File: config.mk
export PLATFORM = sky130hd
export DESIGN_NAME = tbpd_port
export DESIGN_NICKNAME = d
export VERILOG_FILES = /design/src/tbpd_pkg.sv /design/src/tbpd_port.sv
export SDC_FILE = /design/constraint.sdc
export NUM_CORES = 1
export LEC_CHECK = 0
export BUFFER_PORTS_ARGS = -buffer_cell sky130_fd_sc_hd__buf_2
export CAP_MARGIN = 20
export CORE_UTILIZATION = 34
export DETAILED_ROUTE_END_ITERATION = 6
export GPL_TIMING_DRIVEN = 0
export MAX_ROUTING_LAYER = met4
export PLACE_DENSITY = 0.79
export SLEW_MARGIN = 40
export SYNTH_ARGS = -nofsm -noshare
export SYNTH_HDL_FRONTEND = slang
export SYNTH_SLANG_ARGS = --single-unit
File: constraint.sdc
create_clock -name pclk -period 1.7 [get_ports pclk]
set_input_delay 0.51 -clock pclk [delete_from_list [all_inputs] [get_ports pclk]]
set_output_delay 0.51 -clock pclk [all_outputs]
set_load 0.02 [all_outputs]
File: src/tbpd_pkg.sv
// Package with register map, field layout and carrier types of the port
package tbpd_pkg;
    localparam int PIN_COUNT = 2;
    // Word indices: data index as printed, direction index chosen
    localparam logic [11:0] DATA_IDX = 12'h000b;
    localparam logic [11:0] DIR_IDX = 12'h000f;
    // Byte addresses on APB are four times the index (one word each)
    localparam logic [11:0] DATA_ADDR = {DATA_IDX[9:0], 2'b00};
    localparam logic [11:0] DIR_ADDR = {DIR_IDX[9:0], 2'b00};
    localparam logic [1:0] DIR_RESET = 2'h0;
    localparam logic [1:0] LATCH_RESET = 2'h0;
    localparam logic [31:0] READ_ZERO = 32'h0000_0000;

    // APB request from the master
    typedef struct packed {
        logic psel;
        logic penable;
        logic pwrite;
        logic [11:0] paddr;
        logic [31:0] pwdata;
    } tbpd_apb_req_t;

    // APB answer to the master
    typedef struct packed {
        logic pready;
        logic pslverr;
        logic [31:0] prdata;
    } tbpd_apb_rsp_t;

    // Pin side signals
    typedef struct packed {
        logic [1:0] pin_out;
        logic [1:0] pin_oe_n;
    } tbpd_pins_t;

    // All state of the port
    typedef struct packed {
        logic [1:0] pin_direction_bits;
        logic [1:0] pin_output_latch;
        logic [1:0] pin_sync1;
        logic [1:0] pin_sync2;
        tbpd_apb_rsp_t rsp;
        tbpd_pins_t pins;
    } tbpd_state_t;
endpackage : tbpd_pkg

File: src/tbpd_port.sv
// Two-pin general-purpose port with direction control behind APB
//
// Behaviour
// - Direction one enables driver, zero tristates
// - Reset clears both direction bits
// - Direction bits read back last written
// - Output pin reads back its latch
// - Input pin reads back synchronised level
// - Data writes always update latches
// - One latch and direction bit per pin
module tbpd_port
(
    // Clock and reset
    input wire logic pclk,
    input wire logic presetn,
    // APB slave
    input wire tbpd_pkg::tbpd_apb_req_t apb_req,
    output tbpd_pkg::tbpd_apb_rsp_t apb_rsp,
    // Pins
    input wire logic [1:0] pin_in,
    output tbpd_pkg::tbpd_pins_t pins
);
    import tbpd_pkg::*;

    tbpd_state_t state;
    tbpd_state_t next_state;
    logic access;

    // Access phase of a transfer; always answered one cycle after it starts
    assign access = apb_req.psel & apb_req.penable;

    // Next state of the whole port
    always_comb
    begin
        next_state = state;
        // Pin levels come from outside, so two flops before use
        next_state.pin_sync1 = pin_in;
        next_state.pin_sync2 = state.pin_sync1;
        next_state.rsp.pready = access & ~state.rsp.pready;
        next_state.rsp.pslverr = 1'b0;
        next_state.rsp.prdata = READ_ZERO;
        if (access & ~state.rsp.pready)
        begin
            if (apb_req.pwrite)
            begin
                if (apb_req.paddr == DATA_ADDR)
                begin
                    // Latch stores even for input pins
                    next_state.pin_output_latch = apb_req.pwdata[1:0];
                end
                else if (apb_req.paddr == DIR_ADDR)
                begin
                    next_state.pin_direction_bits = apb_req.pwdata[1:0];
                end
                else
                begin
                    next_state.rsp.pslverr = 1'b1;
                end
            end
            else
            begin
                if (apb_req.paddr == DATA_ADDR)
                begin
                    // Per pin: latch when output, pin when input
                    next_state.rsp.prdata[1:0] =
                        (state.pin_direction_bits & state.pin_output_latch) |
                        (~state.pin_direction_bits & state.pin_sync2);
                end
                else if (apb_req.paddr == DIR_ADDR)
                begin
                    next_state.rsp.prdata[1:0] = state.pin_direction_bits;
                end
                else
                begin
                    next_state.rsp.pslverr = 1'b1;
                end
            end
        end
        // Drivers follow the registered state, so a latch written before
        // the direction change avoids a glitch on the pin
        next_state.pins.pin_out = next_state.pin_output_latch;
        next_state.pins.pin_oe_n = ~next_state.pin_direction_bits;
    end

    // Register the state; latch reset value is a defined zero
    always_ff @(posedge pclk or negedge presetn)
    begin
        if (!presetn)
        begin
            state.pin_direction_bits <= DIR_RESET;
            state.pin_output_latch <= LATCH_RESET;
            state.pin_sync1 <= 2'h0;
            state.pin_sync2 <= 2'h0;
            state.rsp <= '0;
            state.pins.pin_out <= LATCH_RESET;
            state.pins.pin_oe_n <= 2'h3;
        end
        else
        begin
            state <= next_state;
        end
    end

    assign apb_rsp = state.rsp;
    assign pins = state.pins;
endmodule : tbpd_port

# After elaboration in Yosys (flattened, before gate mapping)
# Index checks and enable logic that the tools add are counted.
# word_totals
register_bits,14
inputBits,51
out_inout_bits,38
elab_cells,31
# op_classes
n_eq_ne,2
mux,12
bitwise_logic,8
reduce_logical,1
# ops
operator,n
$eq A12 B6 Y1 const B,2
$mux W2,7
$mux W4,2
$and A2 B2 Y2,2
$not A2 Y2,2
$mux W1,3
$reduce_and A3 Y1,1
$and A1 B1 Y1,2
$or A2 B2 Y2,1
$not A1 Y1,1

# Depth between registers and ports, before layout
# Gate-level depths: netlist of run 1.
# logic_depth
word_depth,6
ltp_mapped,4
ltp_nobuf,4

# Worst setup path after synthesis of run 1
# Ideal clock, no wire load.
# synth_timing
path_type,input to register
from,input port apb_req[41] (netlist bit)
to,register pins[2] (netlist name)
setup_ns,0.125
arrival_time_ns,1.555
slack_ns,0.020
stages,4
n_path_buf,0
cell_sequence,nor3_1 -> nand4_2 -> nor3b_2 -> mux2_2
# synth_via
elab_chain_len,2
# synth_lines
item,line,source
from (decl),tbpd_port.sv:17,"input wire tbpd_pkg::tbpd_apb_req_t apb_req,"
$eq A12 B6 Y1,tbpd_port.sv:46,if (apb_req.paddr == DATA_ADDR)
$reduce_and A3 Y1 (no source line),n/a,
# Every way passes these cells.
# A chain may end at the register's enable or synchronous reset.

==> results of run 1 <==
-- worst paths after layout --
kind / endpoint / slack [ps]
min in group pclk: next_state[39] / 330
max in group asynchronous: pins[0] / 1320
hold reg to reg: state[39] / 350
setup reg to reg: flop / 130
hold / removal: next_state[38] / 100
setup / recovery: flop / 110
-- what timing repair did --
item,in CTS,in global routing
setup buffers,0,0
gates resized for setup,0,1
setup endpoints to repair,0,4
-- per-layer routing --
layer / vias up / routed length, µm / track usage (%)
met5: - / 0 / -
met4: 0 / 31 / 7.21
met3: 3 / 176 / 1.17
met2: 42 / 675 / 18.2
met1: 272 / 446 / 9.58
li1: 312 / - / -
-- critical path, cell delays in order --
cell	delay (ps)
buf_2	110
nor4b_4	330
nand4_2	180
nor2_2	250
mux2_2	370
-- logic make-up after synthesis --
kind of cell           count (synthesis)
DFF                                   14
and+or+nand+nor                       14
AOI/OAI and AO/OA                      5
other                                  1
muxes                                  6
buffers and inverters                 39
-- report_power, final --
group	total [mW]	switching [mW]	internal, mW	leakage (nW)
registers	0.343	0.00229	0.340	0.178
clock network	0.237	0.107	0.130	0.0210
logic	0.170	0.0955	0.0742	0.488
-- per-stage QoR --
stage,util [%],hold WS (ps),setup WS (ps),cells,setup TNS [ps]
global route,51.6,115,35.2,168,0
floorplan,-,214,20.2,108,0
finish,51.6,95.4,106,168,0
CTS,51.4,99.1,101,168,0
detailed placement,49.8,336,-201,164,-774
global placement,49.8,333,-159,164,-583
-- placed cells by master, fill, tap and decap left out, types with 2 or more instances in the layout --
cell type | synthesis | final
mux2i_1 | 2 | 2
buf_4 | 38 | 38
conb_1 | 1 | 30
dfrtp_1 | 12 | 12
clkbuf_4 | 0 | 3
mux2_2 | 4 | 4
a21oi_1 | 2 | 2
nor2_1 | 2 | 2
buf_2 | 0 | 28
nand2_1 | 3 | 3
dfstp_2 | 2 | 2
o21ai_0 | 2 | 2
-- layout make-up --
cell class / count / area, µm² / area share [%]
Sequential cell: 14 / 353 / 30.0
Tap cell: 28 / 35.0 / 2.98
Multi-Input combinational cell: 55 / 322 / 27.4
Timing Repair Buffer: 28 / 140 / 11.9
Buffer: 38 / 285 / 24.3
Inverter: 1 / 3.75 / 0.319
Clock buffer: 4 / 36.3 / 3.09
==> impl_metrics.json, run 1 <==
{
  "finalPower_mw": 0.750,
  "grt.total_usage_pct": 9.97,
  "yosysWarnings": 0,
  "avgSynthCellArea_um2": 10.8,
  "cts_hold_buf": 0,
  "rsz0062_at_grt": "false",
  "final_area_mm2": 0.00117,
  "start_util_pct": 37.3,
  "gp_congestion": 0.801,
  "ys.flop_type": "dfrtp_1",
  "final_antenna_net_count": 0,
  "timing.fmax_mhz": 628,
  "syn_inst": 79,
  "cts-root-buf": "clkbuf_4",
  "fillCellCount": 208,
  "start_kind": "primary input",
  "post_dp_cell_area_mm2": 0.00113,
  "powerDensity_mw_per_mm2": 638,
  "area_delta_synth_final_pct": 38.3,
  "synth_compound_area_share_pct": 3.09,
  "setup.worst_path.start": "apb_req[42]",
  "clock_latency_ps": 280,
  "seq_area_frac_synth_pct": 41.5,
  "dr.pass1.iters": 4,
  "yosysMostFrequentCell": "buf_4",
  "crit_path_end_kind": "flop",
  "clk_path_buf_depth": 2,
  "row_count": 17,
  "grt_max_degree": 15,
  "viasPerCell": 3.74,
  "period_needed_ps": 1590,
  "critPathRequiredTime_ps": 1870,
  "cts_num_sinks": 14,
  "die_h_um": 52.0,
  "synth_top_cell_area_share_pct": 35.3,
  "finalSetupViolations": 0,
  "finalHoldViolations": 0,
  "ios": 89,
  "vdd_ir_drop_max_uv": 457,
  "hp-class": "in2async",
  "maxCapViolations": 0,
  "drt_wl_total_um": 1330,
  "synth_simple_gate_area_share_pct": 13.3,
  "ctsHtreeMaxLevel": 1,
  "numCtsBuffers": 3,
  "coreArea_mm2": 0.00228,
  "synthXorXnorAreaFrac_pct": 0,
  "period_share_pct": 93.7,
  "dr_total_vias": 629,
  "die_w_um": 52.0,
  "io_buffers": 28,
  "cp_max_fo": 4,
  "synthAdderAreaFrac_pct": 0,
  "synth_area_leader_cell": "dfrtp_1",
  "design.die.area_mm2": 0.00270,
  "cp.arrival_ps": 1760,
  "synth.area.mux_share_pct": 7.66,
  "tritoncts": "built",
  "drive_gt1_share_pct": 59.3,
  "clk_pin_slew_ps": 80,
  "finClkSkew_ps": 4.83,
  "dr.first_iter.drc_count": 1,
  "grt_first_pass_wirelength_um": 1930,
  "async_reset_ff_share_pct": 100,
  "drcViolationCount": 0,
  "syn_area_um2": 850,
  "synth_top_family_by_area": "buffers and inverters",
  "outcome": "completed",
  "synth_cell_types": 21,
  "synthTopCellsByCount": "buf_4 (38), dfrtp_1 (12), mux2_2 (4)",
  "power.static_leakage_nw": 0.687,
  "grt_overflow": 0,
  "synth-edff-count": 0,
  "reg2reg_from": "apb_rsp[33]",
  "antenna_found_initial": 0,
  "post_drt_wl_per_cell_um": 7.92,
  "grt_pass1_vias": 510,
  "critical_path_class": "in2reg",
  "ys_seq_elements": 14,
  "n_antenna_cell": 0,
  "synth_area_leaders": "dfrtp_1 (35%), buf_4 (34%), dfstp_2 (6.2%)",
  "r2r_cells": 4,
  "fin_nets": 192,
  "slew_violations": 0
}
No activity file was read; power rests on OpenSTA's default activity.
==> run 2: changes to the inputs <==
Settings changed: CORE_ASPECT_RATIO from default to 1.5, CORE_UTILIZATION 34 to 36, CTS_BUF_LIST from default to sky130_fd_sc_hd__clkbuf_8, PLACE_DENSITY 0.79 to 0.83, SETUP_SLACK_MARGIN from default to 0.2.
==> run 2 against run 1 <==
First-iteration DRC count grew to 9.0 times the previous value. Utilization increased by 3.7 points. Register-to-register slack gained 60 ps. Clock-buffer cell count unchanged. Critical path depth stayed put.
==> impl_metrics.json, run 2 (synthesized netlist as in run 1, its figures left out) <==
{
  "grt_pass1_vias": 579,
  "period_needed_ps": 1590,
  "grt_max_degree": 15,
  "r2r_cells": 4,
  "grt.total_usage_pct": 12.8,
  "hpwl_um": 1200,
  "numCtsBuffers": 3,
  "cts_num_sinks": 14,
  "final_core_util_pct": 55.3,
  "viasPerCell": 4.03,
  "die_w_um": 41.7,
  "clock_latency_ps": 250,
  "start_kind": "primary input",
  "hp-class": "in2async",
  "powerDensity_mw_per_mm2": 684,
  "crit_path_end_kind": "flop",
  "finalHoldViolations": 0,
  "post_dp_cell_area_mm2": 0.00113,
  "drt_wl_total_um": 1440,
  "start_util_pct": 38.0,
  "timing.fmax_mhz": 629,
  "area_delta_synth_final_pct": 45.4,
  "dr_total_vias": 661,
  "cts_hold_buf": 0,
  "grt_overflow": 0,
  "crit_chain": "buf_6 > nor4b_4 > nand4_2 > nor3b_4 > mux2_4",
  "dr.first_iter.drc_count": 9,
  "fillCellCount": 206,
  "critPathMaxStageDelay_ps": 330,
  "ios": 89,
  "dr.pass1.iters": 4,
  "power.static_leakage_nw": 0.721,
  "clk_pin_slew_ps": 60,
  "vdd_ir_drop_max_uv": 457,
  "post_drt_wl_per_cell_um": 8.80,
  "clk_path_buf_depth": 2,
  "period_share_pct": 93.5,
  "drcViolationCount": 0,
  "drive_gt1_share_pct": 60.3,
  "coreArea_mm2": 0.00223,
  "finalPower_mw": 0.845,
  "design.die.area_mm2": 0.00256,
  "row_count": 21,
  "critical_path_class": "in2reg",
  "cts-root-buf": "clkbuf_8",
  "maxCapViolations": 0,
  "io_buffers": 28,
  "grt_first_pass_wirelength_um": 2330,
  "antenna_found_initial": 0,
  "layout_common_cells": "buf_4 (39), conb_1 (30), buf_2 (24), dfrtp_1 (12)",
  "slew_violations": 0,
  "outcome": "completed",
  "gp_congestion": 0.676,
  "final_antenna_net_count": 0,
  "critPathRequiredTime_ps": 1830,
  "fin_nets": 193,
  "cp.arrival_ps": 1720,
  "finalSetupViolations": 0,
  "multiInputGateArea_um2": 337,
  "cp_max_fo": 2,
  "seqCellArea_um2": 353,
  "cpMaxStageDelayCell": "mux2_4",
  "rsz0062_at_grt": "true",
  "finClkSkew_ps": 1.86,
  "n_antenna_cell": 0,
  "layout_commonest_cell": "buf_4",
  "tritoncts": "built",
  "ctsHtreeMaxLevel": 1,
  "die_h_um": 61.5,
  "final_area_mm2": 0.00123
}
==> run 2: cell count changes in the layout (fill, tap and decap cells not counted), moves of 2 or more <==
| cell | before | now |
|---|---|---|
| buf_2 | 28 | 24 |
| buf_6 | 0 | 4 |
| clkbuf_4 | 3 | 0 |
| clkbuf_8 | 1 | 4 |
| mux2_2 | 4 | 2 |
| mux2_4 | 0 | 2 |
==> run 2: worst max-delay path, delay by kind of cell <==
family / cells / cell delay (ps)
and+or+nand+nor: 3 / 790
buffers and inverters: 1 / 100
muxes: 1 / 330
==> run 2: worst paths after layout <==
kind | from | to | slack, ps
max | apb_req[38] | pins[2] | 110
min | presetn | apb_rsp[1] | 140
max reg2reg | apb_rsp[33] | pins[2] | 190
min reg2reg | next_state[39] | state[39] | 350
max in group asynchronous | presetn | pins[0] | 1290
min in group pclk | next_state[39] | state[39] | 350
==> run 2: power by group <==
group	internal (mW)	total [mW]	switching (mW)
combinational	0.0787	0.175	0.0967
clock	0.205	0.326	0.121
sequential	0.341	0.344	0.00230
==> run 2: stage by stage <==
step	hold WS [ps]	std cells	worst slack (ps)	TNS (ps)
4_1_cts	145	164	117	0
3_5_place_dp	341	159	-175	-611
2_1_floorplan	214	108	69.4	0
6_report	136	164	110	0
5_1_grt	160	164	53.9	0
3_3_place_gp	334	159	-123	-486
==> run 2: area by class of cell <==
class | instances | area share (%)
inverters | 1 | 0.304
flip-flops and latches | 14 | 28.6
clock buffers | 4 | 4.46
repair buffers | 29 | 14.0
well taps | 23 | 2.33
plain buffers | 38 | 23.1
multi-input cells | 55 | 27.3
==> run 2: timing repair <==
item / CTS / global route
endpoints found under the setup margin: 6 / 6
pin swaps: 0 / 3
buffers inserted: 1 / 0
gates resized for setup: 2 / 8
==> run 2: routing by layer <==
metal	part of all wire, %	global-route usage, %	up-vias
met2	54	22.3	45
met5	0	-	-
met1	31	10.7	296
met4	2.9	11.5	0
li1	-	-	315
met3	12	4.69	5
==> run 3: changes to the inputs <==
Settings changed: SETUP_SLACK_MARGIN 0.2 to default.
==> run 3 against run 2 <==
Routed wire length decreased by 3.3%. Utilization decreased by 2.6 points. Sequential power about the same. Power decreased by 6.5%. Combinational power decreased by 3%. Via count decreased by 2.6%. Cell count decreased by 0.61%. Register-to-register slack got worse by 40 ps. Hold slack improved by 8.4 ps. Highest routed layer unchanged.
==> impl_metrics.json, run 3 (synthesized netlist as in run 1, its figures left out) <==
{
  "clock_latency_ps": 250,
  "cts_setup_buffers": 0,
  "final_antenna_net_count": 0,
  "row_count": 21,
  "switching_share_pct": 27.2,
  "rsz0062_at_grt": "false",
  "power.static_leakage_nw": 0.693,
  "outcome": "completed",
  "fillCellCount": 190,
  "io_buffers": 28,
  "grt_max_degree": 15,
  "cts-root-buf": "clkbuf_8",
  "layout_common_cells": "buf_4 (38), conb_1 (30), buf_2 (28), dfrtp_1 (12), mux2_2 (4)",
  "design.die.area_mm2": 0.00256,
  "gp_congestion": 0.651,
  "fin_nets": 192,
  "cts_hold_buf": 0,
  "switching_power_mw": 0.215,
  "cp_max_fo": 4,
  "antenna_found_initial": 0,
  "clkPwrFrac_pct": 35.1,
  "numCtsBuffers": 3,
  "cpMaxStageDelayCell": "mux2_2",
  "fin_setup_tns_ps": 0,
  "layout_commonest_cell": "buf_4",
  "die_h_um": 61.5,
  "coreArea_mm2": 0.00223,
  "viasPerCell": 3.95,
  "ctsHtreeMaxLevel": 1,
  "crit_family": "simple AND/OR/NAND/NOR gates",
  "final_area_mm2": 0.00118,
  "dr.first_iter.drc_count": 6,
  "area_delta_synth_final_pct": 38.6,
  "combPwrFrac_pct": 21.5,
  "drive_gt1_share_pct": 58.6,
  "dr_total_vias": 644,
  "slew_violations": 0,
  "period_share_pct": 95.2,
  "pwr-share-seq_pct": 43.5,
  "grt_overflow": 0,
  "cts_num_sinks": 14,
  "ios": 89,
  "hp-class": "in2async",
  "cp.arrival_ps": 1750,
  "drt_wl_total_um": 1400,
  "seqCellArea_um2": 353,
  "internal_power_mw": 0.575,
  "period_needed_ps": 1620,
  "finalHoldViolations": 0,
  "critical_path_class": "in2reg",
  "n_antenna_cell": 0,
  "clk_path_buf_depth": 2,
  "drcViolationCount": 0,
  "dr.pass1.iters": 4,
  "critPathRequiredTime_ps": 1830,
  "crit_path_end_kind": "flop",
  "start_kind": "primary input",
  "grt_first_pass_wirelength_um": 2150,
  "cts_resized": 0,
  "fin_hold_ws_ps": 144,
  "finalPower_mw": 0.790,
  "critPathMaxStageDelay_ps": 370,
  "tritoncts": "built",
  "crit_buf_inv": 1,
  "die_w_um": 41.7,
  "finalSetupViolations": 0,
  "clk_pin_slew_ps": 60,
  "post_drt_wl_per_cell_um": 8.56,
  "multiInputGateArea_um2": 322,
  "grt_pass1_vias": 539,
  "grt.total_usage_pct": 11.7,
  "timing.fmax_mhz": 618,
  "post_dp_cell_area_mm2": 0.00113,
  "finClkSkew_ps": 4.30,
  "hpwl_um": 1150,
  "vdd_ir_drop_max_uv": 552,
  "crit_chain": "buf_2 > nor4b_4 > nand4_2 > nor2_2 > mux2_2",
  "maxCapViolations": 0,
  "powerDensity_mw_per_mm2": 671,
  "start_util_pct": 38.0
}
## run 3: cell count changes in the layout (fill, tap and decap cells not counted), sizes merged
cell | before | now
buf | 67 | 66
clkbuf | 4 | 3
inv | 1 | 2
## run 3: cell type report
cell class | instances | share of cell area [%]
timing repair buffer | 28 | 11.9
clock inverter | 1 | 0.319
tap | 23 | 2.44
buffer | 38 | 24.2
inverter | 1 | 0.319
clock buffer | 3 | 3.51
sequential | 14 | 30.0
multi-input combinational | 55 | 27.3
## run 3: metrics by stage
step / setup WS (ps) / util (%) / std cells
5_1_grt: 2.77 / 52.7 / 163
2_1_floorplan: 20.2 / - / 108
6_report: 80.8 / 52.7 / 163
3_3_place_gp: -169 / 50.5 / 159
3_5_place_dp: -195 / 50.5 / 159
4_1_cts: 59.1 / 52.5 / 163
## run 3: power groups by stage
stage                     Clock [mW]  Sequential, mW  Combinational, mW
after floorplan                    0           0.349              0.130
after global placement             0           0.349              0.164
after detailed placement           0           0.349              0.166
after CTS                      0.281           0.344              0.166
after global routing           0.291           0.344              0.183
final                          0.277           0.343              0.170
## run 3: layer usage
| metal | part of all wire [%] | routed length, µm | track usage [%] | vias to the layer above |
|---|---|---|---|---|
| li1 | - | - | - | 311 |
| met1 | 30 | 422 | 9.38 | 280 |
| met3 | 11 | 155 | 2.93 | 5 |
| met2 | 56 | 780 | 22.8 | 48 |
| met5 | 0 | 0 | - | - |
| met4 | 2.7 | 38 | 8.29 | 0 |
## run 3: final timing paths
kind	slack, ps	endpoint	cells past startpoint	startpoint
worst max register to register	150	flop	4	apb_rsp[33]
worst min register to register	350	state[38]	0	next_state[38]
worst max-delay path	80	flop	5	apb_req[42]
min in group pclk	350	state[38]	0	next_state[38]
max in group asynchronous	1270	pins[0]	1	presetn
worst min-delay path	140	apb_rsp[33]	1	presetn
